### config.mk
export PLATFORM = sky130hd
export DESIGN_NAME = port_flow_control_config
export DESIGN_NICKNAME = d
export VERILOG_FILES = /design/src/fc_pkg.sv /design/src/port_flow_control_config.sv /design/src/fc_sync2.sv /design/src/fc_resolve.sv
export SDC_FILE = /design/constraint.sdc
export NUM_CORES = 1
export LEC_CHECK = 0
export ABC_AREA = 0
export BUFFER_PORTS_ARGS = -buffer_cell sky130_fd_sc_hd__buf_2
export CAP_MARGIN = 10
export CORE_MARGIN = 1
export CORE_UTILIZATION = 50
export CTS_CLUSTER_DIAMETER = 40
export DETAILED_ROUTE_END_ITERATION = 10
export GPL_ROUTABILITY_DRIVEN = 0
export GPL_TIMING_DRIVEN = 0
export PLACE_DENSITY = 0.8
export SKIP_CTS_REPAIR_TIMING = 1
export SYNTH_ARGS = -nofsm -noshare
export SYNTH_HDL_FRONTEND = slang
export SYNTH_SLANG_ARGS = --single-unit
### constraint.sdc
create_clock -name clock -period 2.1 [get_ports clock]
set_clock_uncertainty 0.05 [all_clocks]
set_input_delay 0.315 -clock clock [delete_from_list [all_inputs] [get_ports clock]]
set_output_delay 0.315 -clock clock [all_outputs]
set_load 0.05 [all_outputs]
### src/fc_pkg.sv
`default_nettype none
package fc_pkg;
   // register bus geometry
   localparam int unsigned ADDR_W = 12;
   localparam int unsigned DATA_W = 32;
   // register offsets (byte addresses)
   localparam logic [11:0] FLOW_CTRL_OFFSET = 12'h1a0;
   localparam logic [11:0] STATION_ADDR_LOW_OFFSET = 12'h1ac;
   localparam logic [11:0] STATION_ADDR_HIGH_OFFSET = 12'h1b0;
   localparam logic [11:0] PORT_CTRL_OFFSET = 12'h1b4;
   // flow control register field positions
   localparam int unsigned BACKPRESSURE_BIT = 6;
   localparam int unsigned CUR_DUPLEX_BIT = 5;
   localparam int unsigned CUR_RX_PAUSE_BIT = 4;
   localparam int unsigned CUR_TX_PAUSE_BIT = 3;
   localparam int unsigned RX_PAUSE_BIT = 2;
   localparam int unsigned TX_PAUSE_BIT = 1;
   localparam int unsigned MANUAL_SEL_BIT = 0;
   // port control register field positions
   localparam int unsigned AUTONEG_EN_BIT = 0;
   localparam int unsigned FORCE_HALF_BIT = 1;
   // reset values of station address and port control fields
   localparam logic [31:0] STATION_ADDR_LOW_RESET = 32'h00000000;
   localparam logic [15:0] STATION_ADDR_HIGH_RESET = 16'h0000;
   localparam logic AUTONEG_EN_RESET = 1'b1;
   localparam logic FORCE_HALF_RESET = 1'b0;
   // read answer for unmapped addresses
   localparam logic [31:0] UNMAPPED_DATA = 32'h00000000;
   // strap loader state machine, one-hot
   typedef enum logic [2:0] {
      LOAD_IDLE = 3'b001,
      LOAD_SAMPLE = 3'b010,
      LOAD_RUN = 3'b100
   } strap_state_e;
endpackage : fc_pkg
`default_nettype wire

### src/port_flow_control_config.sv
`default_nettype none
// Contract
// (RQ1) bit 6 enables half-duplex backpressure
// (RQ2) bit 5 reads duplex, 1 half
// (RQ3) bit 4 reads receive pause in force
// (RQ4) bit 3 reads transmit pause in force
// (RQ5) bit 2 receive pause when manual
// (RQ6) bit 1 transmit pause when manual
// (RQ7) bit 0 clear: autoneg result decides; here only while autoneg is on, with autoneg off the manual enables decide
// (RQ8) bit 0 set: manual enables decide
// (RQ9) writable defaults come from straps, reloadable
// (RQ10) status resets from combined strap settings
// (RQ11) status shows settings actually in force
// (RQ12) writes leave PHY advertisement untouched
// (RQ13) pause source address from station registers
// (RQ14) upper bits zero; half duplex zeroes pause
module port_flow_control_config
   import fc_pkg::*;
(
   input wire logic clock,
   input wire logic rst_n,
   // register port
   // no wait states: a read answers on the next edge
   input wire logic [ADDR_W-1:0] reg_addr,
   input wire logic [DATA_W-1:0] reg_wdata,
   input wire logic reg_write,
   input wire logic reg_read,
   output logic [DATA_W-1:0] reg_rdata,
   // configuration straps, from pins
   // levels, taken in only once after each reset
   input wire logic backpressure_strap,
   input wire logic pause_enable_strap,
   input wire logic manual_select_strap,
   input wire logic autoneg_strap,
   input wire logic half_duplex_strap,
   // eeprom loader rewrite of the straps
   // a one-cycle pulse on this clock, with the values beside it
   input wire logic loader_strap_write,
   input wire logic loader_backpressure,
   input wire logic loader_pause_enable,
   input wire logic loader_manual_select,
   // link state from the port phy, from another domain
   // negotiated levels, slow to change
   input wire logic link_half_duplex,
   input wire logic an_rx_pause,
   input wire logic an_tx_pause,
   // to the port mac
   // levels that change only on a clock edge
   output logic backpressure_enable,
   output logic mac_rx_pause_enable,
   output logic mac_tx_pause_enable,
   output logic [47:0] pause_source_addr
);
   // stored writable fields
   // each field has one process; whichever of strap load, loader
   // rewrite and software write reach it are ranked inside it
   logic backpressure_reg; // half duplex backpressure
   logic rx_pause_reg; // manual receive pause
   logic tx_pause_reg; // manual transmit pause
   logic manual_reg; // manual select
   logic autoneg_en_reg; // autoneg enable
   logic force_half_reg; // forced half duplex when autoneg off
   logic [31:0] addr_low_reg; // station address low
   logic [15:0] addr_high_reg; // station address high
   logic [31:0] rdata_reg; // read data register
   // status registers, effective values
   // what the port really does, not what software asked for
   logic cur_duplex_reg;
   logic cur_rx_reg;
   logic cur_tx_reg;
   // strap load machine
   // runs once after each reset, then rests in its last state
   strap_state_e state_reg;
   strap_state_e state_next;
   // set one edge after release, lets the strap synchroniser refill
   logic idle_wait_reg;
   // synchronised pins
   // named after the second flop; nothing reads the first
   logic [4:0] strap_sync;
   logic [2:0] link_sync;
   logic strap_bp;
   logic strap_pause;
   logic strap_manual;
   logic strap_an;
   logic strap_half;
   logic link_half;
   logic link_an_rx;
   logic link_an_tx;
   // address decode
   logic hit_flow;
   logic hit_low;
   logic hit_high;
   logic hit_ctrl;
   logic wr_flow;
   logic wr_low;
   logic wr_high;
   logic wr_ctrl;
   logic load_straps;
   // resolved flow control
   // duplex and pause in force, ahead of the status registers
   logic half_now;
   logic eff_rx;
   logic eff_tx;
   logic [31:0] flow_word;
   logic [31:0] ctrl_word;
   logic [31:0] rdata_next;

   // straps cross in through two flops
   // both stages clear under reset, so the second stage shows
   // the pins only from the second edge after release; the load
   // machine below waits for that before it samples them, or
   // every strap field would come up zero
   fc_sync2 #(
      .WIDTH(5)
   ) strap_sync_i (
      .clock(clock),
      .rst_n(rst_n),
      .async_in({backpressure_strap, pause_enable_strap, manual_select_strap,
                 autoneg_strap, half_duplex_strap}),
      .sync_out(strap_sync)
   );
   // phy link state crosses in through two flops
   // a change on these pins shows up in the status bits
   // three edges after the pin moves
   fc_sync2 #(
      .WIDTH(3)
   ) link_sync_i (
      .clock(clock),
      .rst_n(rst_n),
      .async_in({link_half_duplex, an_rx_pause, an_tx_pause}),
      .sync_out(link_sync)
   );
   // unpack in the order the pins were packed
   assign {strap_bp, strap_pause, strap_manual, strap_an, strap_half} = strap_sync;
   assign {link_half, link_an_rx, link_an_tx} = link_sync;

   // strap load sequencing
   // idle until the synchroniser holds the pins, sample once,
   // then run; register writes to the strap fields are refused
   // until run so that a strap load never overwrites them
   always_comb begin
      state_next = state_reg;
      case (state_reg)
         // wait for synchronisers to fill
         LOAD_IDLE: begin
            // second stage is full from the edge that leaves idle
            if (idle_wait_reg) begin
               state_next = LOAD_SAMPLE;
            end
         end
         // one cycle to capture straps
         // the field processes take the synchronised pins now
         LOAD_SAMPLE: begin
            state_next = LOAD_RUN;
         end
         // normal operation
         // stays here until the next reset
         LOAD_RUN: begin
            state_next = LOAD_RUN;
         end
         // illegal code: restart the load
         default: begin
            state_next = LOAD_IDLE;
         end
      endcase
   end
   // state register
   // a corrupted code falls back to idle through the default
   always_ff @(posedge clock) begin
      if (!rst_n) begin
         state_reg <= LOAD_IDLE;
      end else begin
         state_reg <= state_next;
      end
   end
   // wait flag, one edge after release
   always_ff @(posedge clock) begin
      if (!rst_n) begin
         // low through reset
         idle_wait_reg <= 1'b0;
      end else begin
         // up from the first edge after release
         idle_wait_reg <= 1'b1;
      end
   end
   // straps are sampled after release, not under reset
   // a pin that changes later is not seen again; only the
   // loader rewrite can move these fields without software
   assign load_straps = (state_reg == LOAD_SAMPLE); // RQ9

   // address decode
   // full byte address compare, so no register has an alias;
   // anything else reads as zero and swallows writes
   assign hit_flow = (reg_addr == FLOW_CTRL_OFFSET);
   assign hit_low = (reg_addr == STATION_ADDR_LOW_OFFSET);
   assign hit_high = (reg_addr == STATION_ADDR_HIGH_OFFSET);
   assign hit_ctrl = (reg_addr == PORT_CTRL_OFFSET);
   // writes only once the straps are in
   // station address writes need no guard: no strap feeds them
   assign wr_flow = reg_write & hit_flow & (state_reg == LOAD_RUN);
   assign wr_low = reg_write & hit_low;
   assign wr_high = reg_write & hit_high;
   assign wr_ctrl = reg_write & hit_ctrl & (state_reg == LOAD_RUN);

   // backpressure field: strap, loader, then software
   // the loader rewrite beats a coincident software write, so
   // a configuration load cannot be half undone by the host;
   // the field goes to the mac ungated, in either duplex
   always_ff @(posedge clock) begin
      if (!rst_n) begin
         backpressure_reg <= 1'b0;
      end else if (load_straps) begin
         backpressure_reg <= strap_bp; // RQ9
      end else if (loader_strap_write) begin
         backpressure_reg <= loader_backpressure; // RQ9
      end else if (wr_flow) begin
         backpressure_reg <= reg_wdata[BACKPRESSURE_BIT]; // RQ1
      end
   end
   // manual pause enables and select
   // one pause strap seeds both directions; software may then
   // set receive and transmit apart; with autoneg on, the select bit decides
   // whether these enables or the negotiated result govern
   always_ff @(posedge clock) begin
      if (!rst_n) begin
         rx_pause_reg <= 1'b0;
         tx_pause_reg <= 1'b0;
         manual_reg <= 1'b0;
      end else if (load_straps) begin
         rx_pause_reg <= strap_pause; // RQ9
         tx_pause_reg <= strap_pause; // RQ9
         manual_reg <= strap_manual; // RQ9
      end else if (loader_strap_write) begin
         rx_pause_reg <= loader_pause_enable; // RQ9
         tx_pause_reg <= loader_pause_enable; // RQ9
         manual_reg <= loader_manual_select; // RQ9
      end else if (wr_flow) begin
         rx_pause_reg <= reg_wdata[RX_PAUSE_BIT]; // RQ5
         tx_pause_reg <= reg_wdata[TX_PAUSE_BIT]; // RQ6
         manual_reg <= reg_wdata[MANUAL_SEL_BIT]; // RQ7
      end
   end
   // port control: autoneg enable and forced duplex
   // forced duplex only matters while autoneg is off; with it
   // on, the negotiated duplex from the link pins is used;
   // turning autoneg off also hands pause to the manual enables
   always_ff @(posedge clock) begin
      if (!rst_n) begin
         autoneg_en_reg <= AUTONEG_EN_RESET;
         force_half_reg <= FORCE_HALF_RESET;
      end else if (load_straps) begin
         autoneg_en_reg <= strap_an;
         force_half_reg <= strap_half;
      end else if (wr_ctrl) begin
         autoneg_en_reg <= reg_wdata[AUTONEG_EN_BIT];
         force_half_reg <= reg_wdata[FORCE_HALF_BIT];
      end
   end
   // station address for pause frame source
   // the high word keeps only sixteen bits; the rest of a
   // write there is dropped and reads back as zero
   always_ff @(posedge clock) begin
      if (!rst_n) begin
         addr_low_reg <= STATION_ADDR_LOW_RESET;
         addr_high_reg <= STATION_ADDR_HIGH_RESET;
      end else begin
         if (wr_low) begin
            addr_low_reg <= reg_wdata; // RQ13
         end
         if (wr_high) begin
            addr_high_reg <= reg_wdata[15:0]; // RQ13
         end
      end
   end

   // duplex: negotiated when autoneg on, else forced
   // a link that drops to half duplex zeroes both pause bits
   assign half_now = autoneg_en_reg ? link_half : force_half_reg; // RQ2 RQ10
   // pause resolution
   // kept in its own module so the choice between manual
   // enables and negotiated result sits in one place;
   // it is pure logic, the status registers below time it
   fc_resolve resolve_i (
      .manual_sel(manual_reg),
      .autoneg_en(autoneg_en_reg),
      .half_duplex(half_now),
      .rx_pause_enable(rx_pause_reg),
      .tx_pause_enable(tx_pause_reg),
      .an_rx_pause(link_an_rx),
      .an_tx_pause(link_an_tx),
      .eff_rx_pause(eff_rx),
      .eff_tx_pause(eff_tx)
   );
   // status follows the combined straps and link state
   // registered so that a read and the mac outputs see one value;
   // after reset these settle one edge after the strap load,
   // so their reset value comes from several straps together
   always_ff @(posedge clock) begin
      if (!rst_n) begin
         cur_duplex_reg <= 1'b0;
         cur_rx_reg <= 1'b0;
         cur_tx_reg <= 1'b0;
      end else begin
         cur_duplex_reg <= half_now; // RQ2 RQ10
         cur_rx_reg <= eff_rx; // RQ3 RQ11
         cur_tx_reg <= eff_tx; // RQ4 RQ11
      end
   end

   // read word assembly, upper bits zero
   // status bits 5 to 3 are read only; a write to them is ignored
   assign flow_word = {25'h0000000, backpressure_reg, cur_duplex_reg, cur_rx_reg,
                       cur_tx_reg, rx_pause_reg, tx_pause_reg, manual_reg}; // RQ14
   // port control word: bit 1 forced half, bit 0 autoneg
   assign ctrl_word = {30'h00000000, force_half_reg, autoneg_en_reg};
   // read mux
   // the hits are exclusive, so the chain order is harmless
   assign rdata_next = hit_flow ? flow_word :
                       hit_low ? addr_low_reg :
                       hit_high ? {16'h0000, addr_high_reg} :
                       hit_ctrl ? ctrl_word :
                       UNMAPPED_DATA;
   // read data register, valid one cycle after strobe
   // it returns to zero in every cycle without a read, so a
   // stale word can never be mistaken for an answer; reads
   // have no side effect, so back to back reads are safe
   always_ff @(posedge clock) begin
      if (!rst_n) begin
         rdata_reg <= '0;
      end else if (reg_read) begin
         rdata_reg <= rdata_next;
      end else begin
         rdata_reg <= '0;
      end
   end
   assign reg_rdata = rdata_reg;

   // outputs to the mac; no path to the phy advertisement exists
   // the mac sees the effective pause, not the manual enables,
   // so a half duplex link never sends or honours pause frames;
   // the station address goes out as written, high word first
   assign backpressure_enable = backpressure_reg; // RQ1 RQ12
   assign mac_rx_pause_enable = cur_rx_reg; // RQ11
   assign mac_tx_pause_enable = cur_tx_reg; // RQ11
   assign pause_source_addr = {addr_high_reg, addr_low_reg}; // RQ13
endmodule : port_flow_control_config
`default_nettype wire

### src/fc_sync2.sv
`default_nettype none
// two flip-flop synchroniser, per bit
module fc_sync2
   import fc_pkg::*;
#(
   parameter int unsigned WIDTH = 1
) (
   input wire logic clock,
   input wire logic rst_n,
   input wire logic [WIDTH-1:0] async_in,
   output logic [WIDTH-1:0] sync_out
);
   logic [WIDTH-1:0] meta_reg; // first stage, read only by second
   logic [WIDTH-1:0] sync_reg; // second stage
   // both stages clear on reset
   always_ff @(posedge clock) begin
      if (!rst_n) begin
         meta_reg <= '0;
         sync_reg <= '0;
      end else begin
         meta_reg <= async_in;
         sync_reg <= meta_reg;
      end
   end
   assign sync_out = sync_reg;
endmodule : fc_sync2
`default_nettype wire

### src/fc_resolve.sv
`default_nettype none
// resolves the flow control actually in force
module fc_resolve
   import fc_pkg::*;
(
   input wire logic manual_sel,
   input wire logic autoneg_en,
   input wire logic half_duplex,
   input wire logic rx_pause_enable,
   input wire logic tx_pause_enable,
   input wire logic an_rx_pause,
   input wire logic an_tx_pause,
   output logic eff_rx_pause,
   output logic eff_tx_pause
);
   logic use_manual; // manual enables govern
   // manual wins when selected or autoneg off
   assign use_manual = manual_sel | ~autoneg_en; // RQ5 RQ6 RQ7 RQ8
   // pause only in full duplex
   assign eff_rx_pause = ~half_duplex &
      (use_manual ? rx_pause_enable : an_rx_pause); // RQ7 RQ14
   assign eff_tx_pause = ~half_duplex &
      (use_manual ? tx_pause_enable : an_tx_pause); // RQ7 RQ14
endmodule : fc_resolve
`default_nettype wire

Word-level counts from Yosys, hierarchy flattened. Cells that the tools add are included.

Output and inout port bits: 83. Word-level logic and storage cells: 71. Register bits: 109. Input port bits: 60.

Mux-type cells: 26. Equality and inequality tests: 8. Bitwise logic cells: 13. Reductions and logical operators: 5.

Operator list (count): equality test 12 x 9 -> 1 bit, second input constant (4); 2-to-1 mux 32 bit (1); 2-to-1 mux 1 bit (20); 2-to-1 mux 16 bit (1); bitwise AND 1 bit (8); 2-to-1 mux 7 bit (1); case mux 3 bit (2 select lines) (1); NOT 1 bit (4); equality test 3 x 1 -> 1 bit, second input constant (1); equality test 3 x 2 -> 1 bit, second input constant (1); equality test 3 bit, second input constant (1); 2-to-1 mux 3 bit (1); nonzero test 3 bit (1); OR reduction 3 bit (1); 2-to-1 mux 2 bit (1); != test 2 bit, second input constant (1); AND reduction 2 bit (1); nonzero test 2 bit (1); OR reduction 2 bit (1); bitwise OR 1 bit (1).

Logic depth before layout (Yosys ltp). Gate-level depths: netlist of run 1.

Word-level depth: 6. Gate-level depth with buffers: 7. Depth with buffers taken out: 4.

By module. From an unflattened synthesis of run 1, not the netlist that was laid out.

Cells, all modules: 432. Area total of the unflattened synthesis: 4229.1 um^2.

By module, submodules not included: port_flow_control_config (area an instance 3746.1 um^2, cells an instance 393, sequential area each 1861.8 um^2, times used 1); fc_sync2 (strap_sync_i) (area an instance 262.8 um^2, cells an instance 20, sequential area each 200.2 um^2, times used 1); fc_sync2 (link_sync_i) (area an instance 157.7 um^2, cells an instance 12, sequential area each 120.1 um^2, times used 1); fc_resolve (area an instance 62.6 um^2, cells an instance 7, sequential area each 0.0 um^2, times used 1).

Worst setup path before layout of run 1. Ideal clock, no wire load.

Path type: input to register. From: in reg_addr[9]. To: reg rdata_reg[2] (netlist: reg_rdata[2]). Slack: 0.438 ns. Buffers on the path: 2. Setup time: 0.061 ns. Arrival time: 1.552 ns. Data required time: 1.989 ns. Stages: 6. Path through: or3b_4 or3_1 buf_6 nor2_8 buf_6 a221o_1.

Cells in the longest elaborated chain, start to end: 4. Elaborated cells between the ends (all ways): 6. Those cells by class: 3 x eq/ne; 3 x mux.

Ends and longest elaborated chain: start: declaration (RTL line port_flow_control_config.sv:24) `input wire logic [ADDR_W-1:0] reg_addr,`; equality test 12 x 9 -> 1 bit (RTL line port_flow_control_config.sv:196) `assign hit_high = (reg_addr == STATION_ADDR_HIGH_OFFSET);`; 2-to-1 mux 16 bit (RTL line port_flow_control_config.sv:320) `hit_high ? {16'h0000, addr_high_reg} :`; 2-to-1 mux 32 bit (RTL line port_flow_control_config.sv:319) `hit_low ? addr_low_reg :`; 2-to-1 mux 7 bit (*) (RTL line port_flow_control_config.sv:318) `assign rdata_next = hit_flow ? flow_word :`; end signal: assignment (RTL line port_flow_control_config.sv:331) `rdata_reg <= rdata_next;`; end: declaration (RTL line port_flow_control_config.sv:65) `logic [31:0] rdata_reg;`.

Mark *: on every way between the ends. The rest lies on a longest branch, timed or not. A chain may end at the register's enable or synchronous reset.

Final worst setup path of run 1.
From: reg state_reg[1]. To: reg rx_pause_reg.

Cells in the longest elaborated chain, start to end: 3. Elaborated cells between the ends (all ways): 5. Those cells by class: 2 x eq/ne; 1 x mux; 1 x bitwise; 1 x reduce/logical.

Ends and longest elaborated chain: start: declaration (RTL line port_flow_control_config.sv:73) `strap_state_e state_reg;`; start signal: assignment (RTL line port_flow_control_config.sv:173) `state_reg <= state_next;`; equality test 3 bit (RTL line port_flow_control_config.sv:200) `assign wr_flow = reg_write & hit_flow & (state_reg == LOAD_RUN);`; bitwise AND 1 bit (RTL line port_flow_control_config.sv:200); nonzero test 3 bit (no line); end signal: assignment (RTL line port_flow_control_config.sv:230) `rx_pause_reg <= strap_pause;`; end signal: assignment (RTL line port_flow_control_config.sv:234) `rx_pause_reg <= loader_pause_enable;`; end signal: assignment (RTL line port_flow_control_config.sv:238) `rx_pause_reg <= reg_wdata[RX_PAUSE_BIT];`; end: declaration (RTL line port_flow_control_config.sv:58) `logic rx_pause_reg;`.

Parallel ways exist; a longest one is shown, timed or not.

==> results of run 1 <==
==> metal layers <==
metal | GRT usage, % | share of wire (%)
met5 | 0 | 0
met4 | 11.3 | 2.8
met3 | 3.72 | 7.1
met2 | 42.2 | 47
met1 | 32.5 | 43
==> worst min path at each step <==
stage / from / endpoint / cells past startpoint
2_1_floorplan: rst_n / idle_wait_reg$_DFF_P_ / 0
3_3_place_gp: strap_sync_i.meta_reg[1]$_SDFF_PN0_ / strap_sync_i.sync_out[1]$_SDFF_PN0_ / 1
3_5_place_dp: link_sync_i.meta_reg[2]$_SDFF_PN0_ / link_sync_i.sync_out[2]$_SDFF_PN0_ / 1
4_1_cts: rst_n / idle_wait_reg$_DFF_P_ / 1
5_1_grt: an_rx_pause / link_sync_i.meta_reg[1]$_SDFF_PN0_ / 2
6_report: half_duplex_strap / strap_sync_i.meta_reg[0]$_SDFF_PN0_ / 2
==> cells in the mapped netlist, types with 2 or more instances <==
| library cell | instances |
|---|---|
| dfxtp_1 | 109 |
| nand3_1 | 52 |
| o21ai_0 | 51 |
| a21boi_0 | 34 |
| and2_1 | 34 |
| clkbuf_1 | 21 |
| nor2_1 | 18 |
| a21boi_1 | 14 |
| nand2_1 | 12 |
| mux2i_1 | 10 |
| a22oi_1 | 9 |
| nor3_1 | 7 |
| buf_2 | 6 |
| inv_1 | 6 |
| nor2b_1 | 6 |
| a221o_1 | 5 |
| nor3b_1 | 4 |
| a21oi_1 | 3 |
| buf_4 | 3 |
| buf_6 | 3 |
| nand2b_1 | 2 |
| nand3b_1 | 2 |
| nand4_1 | 2 |
| o2111ai_1 | 2 |
| o211ai_1 | 2 |
| o221ai_1 | 2 |
==> kinds of logic (layout without fill, tap and decap cells) <==
group	count (synthesis)	in the layout	synth area share, %
XOR/XNOR	1	1	0.207
buffers and inverters	40	199	4.53
AND/OR/NAND/NOR	155	155	21.3
multiplexers	10	10	2.37
flip-flops	109	109	51.6
AO/OA/AOI/OAI	128	128	20.0
==> power by group <==
part	leakage [nW]	total, W	internal [W]	switching (W)
clock network	0.0872	0.00116	0.000443	0.000716
logic	1.30	0.000224	0.000100	0.000124
registers	0.883	0.00211	0.00209	0.0000142
==> stage by stage <==
step / cell area, um2 / instances
6_report: 5250 / 707
5_1_grt: 5250 / 707
4_1_cts: 5240 / 706
3_5_place_dp: 5070 / 690
3_3_place_gp: 5070 / 690
2_1_floorplan: 4230 / 443
==> final cells by class <==
type                    instances  area, um2  share of cell area [%]
clock inverters                 6       47.5                   0.905
clock buffers                  10        128                    2.43
flip-flops and latches        109       2180                    41.5
multi-input cells             294       1850                    35.3
repair buffers                143        721                    13.7
plain buffers                  34        169                    3.22
inverters                       6       22.5                   0.429
well taps                     105        131                    2.50
==> reports/metrics.csv, run 1 <==
metric,value,unit
overall power,0.00349,W
"top cells by area, synth","dfxtp_1 52%, nand3_1 6.2%, o21ai_0 6.0%, a21boi_0 6.0%, and2_1 5.0%",
master of the slowest instance on the critical path,nor4bb_1,
power per cell area,665,nW/um2
overall global routing resource usage,25.4,%
Post-Syn Nets,503,
Final Hold Viols,0,
clock buffer depth,2,
startpoint types,flip-flop,
Crit Reg-Reg Endpoint,rx_pause_reg$_SDFFE_PN0P_,
CTS tree,done,
Unique masters post-synth,50,
"FF+latch count, synth",109,
leading area contributor after synthesis,dfxtp_1,
drt wl/cell,15.5,um
grt total ovfl,0,
status,completed,
Mapped Cells,443,
sequential area share after synthesis,51.6,%
Cell Rows,33,
Die ar.,8820,um2
r2r setup slk,0.24,ns
setup TNS,0,ns
Via density,5.57,
fin util,63.9,%
DP HPWL,8.23,mm
Area Overhead vs Synth,24.3,%
die span in x,93.9,um
# clock sinks,109,
die height,93.9,um
core area,8220,um2
max cap viols,0,
Min-Delay Path Class,input port to flip-flop,
Synth Flop Type,dfxtp_1,
most frequent cells in the layout,"148 x buf_2, 109 x dfxtp_1, 52 x nand3_1",
critical path cell sequence,nor4bb_1 -> nand3_1 -> o21ai_1 -> mux2i_1,
PortBufs,142,
Starting Density,51.4,%
routed vias,3936,
reg2reg path depth,4,
Rel. slew slack,60.3,%
"EDFF count, synth",0,
DRT Pass-1 Iters,5,
WS Path Type,flip-flop to flip-flop,
minimum setup slack after placement,0.0227,ns
CP peak stage delay,0.49,ns
critical path's top delay family,simple AND/OR/NAND/NOR gates,
fraction of layout cells with a size suffix above 1,29.4,%
worst-path fanout max,4,
Final ANT Viol Nets,0,
Worst Path Buf+Inv,0,
clock latency on the worst-skew pair,0.36,ns
Tcrit/Tclk final,88.7,%
RSZ-0062 raised after global routing,no,
DRC Markers,0,
"most common cell after layout, fill and taps aside",buf_2,
maximum number of pins on one net before global-route repair,19,
initial antenna violation count,0,
Synth Cell Area,4230,um2
RR Startpoint,state_reg[1]$_SDFFE_PN0P_,
fmax,537,MHz
Iter 0 DRT Violations,171,
Leak,2.27,nW
filler instances,719,
vias in the first global route,3632,
syn_area_per_cell,9.54,um2
required time of the critical path,2.34,ns
total CTS buffers,9,
Final Critical Period,1.86,ns
wire length of the first global-routing pass,17.1,mm
CTS root buf,clkbuf_8,
H-tree Lvls,3,
CP Launch Point,state_reg[1]$_SDFFE_PN0P_,
CP endpoint,rx_pause_reg$_SDFFE_PN0P_,
# setup viols final,0,
worst vdd ir,0.000332,V
io pins,143,
synth warn,0,
Final Net Count,657,
Tightest Pin Transition,0.591,ns
area share of the largest cell type after synthesis,51.6,%
diode count,0,
DRT Wirelength,11.0,mm
hold slack final,0.100,ns
Worst EP arrival,2.10,ns
ys async rst share,0,%
Clock transition at path regs,0.10,ns
fin. max-slew vios,0,
WP depth,4,
setup ws final,0.237,ns
CP endpoint kind,flip-flop,
(Power assumes the default switching activity.)
==> run 2, diff against run 1 <==
CORE_UTILIZATION = 51   (was 50)
CTS_BUF_LIST = sky130_fd_sc_hd__clkbuf_4 sky130_fd_sc_hd__clkbuf_8   (was default)
PLACE_DENSITY = 0.82   (was 0.8)
==> run 2 against run 1 <==
Against the previous run:
- hold slack worse by 0.0030 ns
- die area down 1.9%
- global-route usage up 2.0 points
- register-to-register slack better by 0.06 ns
- worst setup slack better by 0.061 ns
- non-clock buffer count unchanged
- maximum frequency up 3.4%
- critical path depth unchanged
- cell area up 0.95%
- routed wire length up 5.2%
==> reports/metrics.csv, run 2 (synthesis gave the netlist of run 1 again) <==
metric,value,unit
Leak,2.29,nW
Worst Path Buf+Inv,0,
Clock transition at path regs,0.10,ns
Die ar.,8660,um2
master of the slowest instance on the critical path,nor4bb_1,
Rel. slew slack,56.7,%
placed cells,687,
critical path's top delay family,simple AND/OR/NAND/NOR gates,
Final ANT Viol Nets,0,
hold slack final,0.0970,ns
core area,7890,um2
worst vdd ir,0.000377,V
PortBufs,142,
Via density,5.66,
"most common cell after layout, fill and taps aside",buf_2,
vias in the first global route,3846,
Hold Path Origin,autoneg_strap,
CP endpoint kind,flip-flop,
Tightest Pin Transition,0.645,ns
wire length of the first global-routing pass,18.5,mm
Min-Delay Path Depth,2,
RR Startpoint,state_reg[1]$_SDFFE_PN0P_,
Final Hold Viols,0,
H-tree Lvls,3,
startpoint types,flip-flop,
DRT Wirelength,11.5,mm
power per cell area,708,nW/um2
Combinational Power Share,6.1,%
critical path cell sequence,nor4bb_1 -> nand3_1 -> o21ai_1 -> mux2i_1,
Pint,0.00291,W
WP depth,4,
overall power,0.00376,W
DRC Markers,0,
worst-path fanout max,4,
routed vias,3985,
r2r setup slk,0.30,ns
DRT Pass-1 Iters,5,
Final Critical Period,1.80,ns
# clock sinks,109,
reg2reg path depth,4,
Clock Power Share,37.9,%
grt total ovfl,0,
Min-Delay Path Class,input port to flip-flop,
fmax,555,MHz
CTS tree,done,
Worst EP arrival,2.05,ns
Iter 0 DRT Violations,226,
clock buffer depth,2,
die height,93.0,um
drt wl/cell,16.4,um
setup TNS,0,ns
die span in x,93.0,um
Sw Ratio,22.4,%
io pins,143,
Area Overhead vs Synth,25.5,%
required time of the critical path,2.35,ns
clock latency on the worst-skew pair,0.37,ns
DP HPWL,8.53,mm
max cap viols,0,
initial antenna violation count,0,
fin. max-slew vios,0,
total CTS buffers,9,
most frequent cells in the layout,"148 x buf_2, 109 x dfxtp_1, 52 x nand3_1",
Min-Delay Endpoint,strap_sync_i.meta_reg[1]$_SDFF_PN0_,
WS Path Type,flip-flop to flip-flop,
Final Net Count,657,
# setup viols final,0,
RSZ-0062 raised after global routing,no,
Reg power frac,56.1,%
Crit Reg-Reg Endpoint,backpressure_enable$_SDFFE_PN0P_,
filler instances,641,
Cell Rows,32,
diode count,0,
CP peak stage delay,0.47,ns
maximum number of pins on one net before global-route repair,18,
Finished Layout Cells,704,
Tcrit/Tclk final,85.8,%
fin util,67.2,%
status,completed,
CTS root buf,clkbuf_8,
overall global routing resource usage,27.4,%
Starting Density,53.6,%
P_sw,0.000844,W
fraction of layout cells with a size suffix above 1,29.6,%
-- run 2: final cells by class --
cell class | instances | area [um2] | share of cell area [%]
Timing Repair Buffer | 143 | 721 | 13.6
Buffer | 34 | 169 | 3.18
Clock inverter | 5 | 83.8 | 1.58
Multi-Input combinational cell | 294 | 1850 | 34.9
Inverter | 6 | 22.5 | 0.425
Sequential cell | 109 | 2180 | 41.1
Tap cell | 102 | 128 | 2.41
Clock buffer | 11 | 145 | 2.74
-- run 2: stage by stage --
| step | cell area [um2] | setup slack, ns |
|---|---|---|
| 2_1_floorplan | 4230 | 0.438 |
| 3_3_place_gp | 5060 | 0.109 |
| 3_5_place_dp | 5060 | 0.0329 |
| 4_1_cts | 5290 | 0.291 |
| 5_1_grt | 5300 | 0.0803 |
| 6_report | 5300 | 0.298 |
-- run 2: power by group through the flow --
stage	combinational, W	clock, W	sequential (W)
after floorplan	0.000107	0	0.00216
after global placement	0.000216	0	0.00215
after detailed placement	0.000222	0	0.00216
after CTS	0.000223	0.00144	0.00211
after global routing	0.000247	0.00153	0.00211
final	0.000227	0.00142	0.00211
-- run 2: worst max path at each step --
| stage | startpoint | endpoint |
|---|---|---|
| 2_1_floorplan | reg_addr[9] | reg_rdata[2]$_SDFF_PN0_ |
| 3_3_place_gp | reg_addr[9] | addr_low_reg[14]$_SDFFE_PN0P_ |
| 3_5_place_dp | reg_addr[9] | addr_low_reg[30]$_SDFFE_PN0P_ |
| 4_1_cts | state_reg[1]$_SDFFE_PN0P_ | backpressure_enable$_SDFFE_PN0P_ |
| 5_1_grt | state_reg[1]$_SDFFE_PN0P_ | backpressure_enable$_SDFFE_PN0P_ |
| 6_report | state_reg[1]$_SDFFE_PN0P_ | backpressure_enable$_SDFFE_PN0P_ |
-- run 2: worst register-to-register path: stages, from the launching register on --
cell and delay (ns):
dfxtp_1 0.35, nor4bb_1 0.47, nand3_1 0.20, o21ai_1 0.43, mux2i_1 0.24
-- run 2: metal layers --
| layer | global-route usage [%] | up-vias | routed length, um |
|---|---|---|---|
| met5 | 0 | - | 0 |
| met4 | 12.8 | 0 | 274 |
| met3 | 3.58 | 23 | 863 |
| met2 | 45.0 | 202 | 5520 |
| met1 | 35.7 | 1883 | 4890 |
| li1 | - | 1877 | - |
==> run 3, diff against run 2 <==
RECOVER_POWER = 50   (was default)
==> run 3 against run 2 <==
Against the previous run:
- sequential share of layout area up 0.73 points
- via count down 0.50%
- register-to-register slack about the same
- global-route usage unchanged
- first-iteration DRC count down 22%
- critical endpoint unchanged
- largest power group unchanged
==> reports/metrics.csv, run 3 (synthesis gave the netlist of run 1 again) <==
metric,value,unit
status,completed,
io pins,143,
vias in the first global route,3846,
Worst EP arrival,2.06,ns
# setup viols final,0,
Min-Delay Path Class,input port to flip-flop,
Via density,5.63,
Rel. slew slack,55.0,%
setup TNS,0,ns
power per cell area,722,nW/um2
Leak,1.96,nW
Crit Reg-Reg Endpoint,backpressure_enable$_SDFFE_PN0P_,
filler instances,672,
Final Critical Period,1.81,ns
metal3 WL,937,um
Min-Delay Path Depth,2,
RR Startpoint,state_reg[1]$_SDFFE_PN0P_,
max cap viols,0,
routed vias,3965,
Final ANT Viol Nets,0,
fin. max-slew vios,0,
Min-Delay Endpoint,link_sync_i.meta_reg[0]$_SDFF_PN0_,
placed cells,687,
grt total ovfl,0,
CP endpoint kind,flip-flop,
WS Path Type,flip-flop to flip-flop,
CTS root buf,clkbuf_8,
DRT Pass-1 Iters,5,
core area,7890,um2
Tcrit/Tclk final,86.0,%
DRT met1 WL,4.95,mm
fmax,554,MHz
Iter 0 DRT Violations,177,
routed length on met2,5.54,mm
Final Hold Viols,0,
DP HPWL,8.53,mm
clock buffer depth,2,
RSZ-0062 raised after global routing,no,
Hold Path Origin,an_tx_pause,
diode count,0,
reg2reg path depth,4,
# clock sinks,109,
DRC Markers,0,
Final Net Count,657,
worst vdd ir,0.000376,V
CTS tree,done,
required time of the critical path,2.35,ns
most frequent cells in the layout,"109 x dfxtp_1, 95 x clkbuf_1, 74 x buf_2",
Cell Rows,32,
H-tree Lvls,3,
DRT Wirelength,11.7,mm
overall global routing resource usage,27.4,%
r2r setup slk,0.29,ns
fraction of layout cells with a size suffix above 1,17.3,%
Tightest Pin Transition,0.678,ns
initial antenna violation count,0,
Die ar.,8660,um2
die span in x,93.0,um
clock latency on the worst-skew pair,0.37,ns
startpoint types,flip-flop,
maximum number of pins on one net before global-route repair,18,
Finished Layout Cells,704,
total CTS buffers,9,
drt wl/cell,16.6,um
Area Overhead vs Synth,23.3,%
die height,93.0,um
Starting Density,53.6,%
"most common cell after layout, fill and taps aside",dfxtp_1,
worst-path fanout max,4,
Clock transition at path regs,0.10,ns
max layer used,met4,
PortBufs,142,
wire length of the first global-routing pass,18.5,mm
-- run 3: area by class of cell --
class / count / area (um2) / area share (%)
clock buffers: 11 / 145 / 2.79
repair buffers: 143 / 629 / 12.1
plain buffers: 34 / 168 / 3.22
flip-flops and latches: 109 / 2180 / 41.9
clock inverters: 5 / 83.8 / 1.61
multi-input cells: 294 / 1850 / 35.6
well taps: 102 / 128 / 2.45
inverters: 6 / 22.5 / 0.432
-- run 3: worst max-delay path by stage --
stage                         startpoint  slack, ns                               end  depth (start not counted)
2_1_floorplan                reg_addr[9]       0.44           reg_rdata[2]$_SDFF_PN0_                          6
3_3_place_gp                 reg_addr[9]       0.11     addr_low_reg[14]$_SDFFE_PN0P_                          7
3_5_place_dp                 reg_addr[9]       0.03     addr_low_reg[30]$_SDFFE_PN0P_                          7
4_1_cts        state_reg[1]$_SDFFE_PN0P_       0.29  backpressure_enable$_SDFFE_PN0P_                          4
5_1_grt        state_reg[1]$_SDFFE_PN0P_       0.08  backpressure_enable$_SDFFE_PN0P_                          4
6_report       state_reg[1]$_SDFFE_PN0P_       0.29  backpressure_enable$_SDFFE_PN0P_                          4
-- run 3: worst max-delay path, stage by stage (launching register included) --
cell and delay (ns):
dfxtp_1 0.35, nor4bb_1 0.47, nand3_1 0.20, o21ai_1 0.43, mux2i_1 0.24
-- run 3: routing by layer --
layer	up-vias	GRT usage, %
met5	-	0
met4	0	12.8
met3	21	3.58
met2	204	45.0
met1	1869	35.7
li1	1871	-
-- run 3: metrics by stage --
stage	util [%]	total power (W)	setup WS (ns)	area (um2)	hold WS (ns)
2_1_floorplan	-	0.00227	0.438	4230	0.293
3_3_place_gp	64.2	0.00237	0.109	5060	0.368
3_5_place_dp	64.2	0.00238	0.0329	5060	0.371
4_1_cts	67.1	0.00377	0.291	5290	-0.00909
5_1_grt	66.1	0.00389	0.0803	5210	0.0881
6_report	66.1	0.00376	0.294	5210	0.0977
-- run 3: power by group --
group	switching, W	internal, W	total [W]
Combinational	0.000127	0.0000993	0.000226
Clock	0.000709	0.000720	0.00143
Sequential	0.0000143	0.00209	0.00211
Total	0.000850	0.00291	0.00376
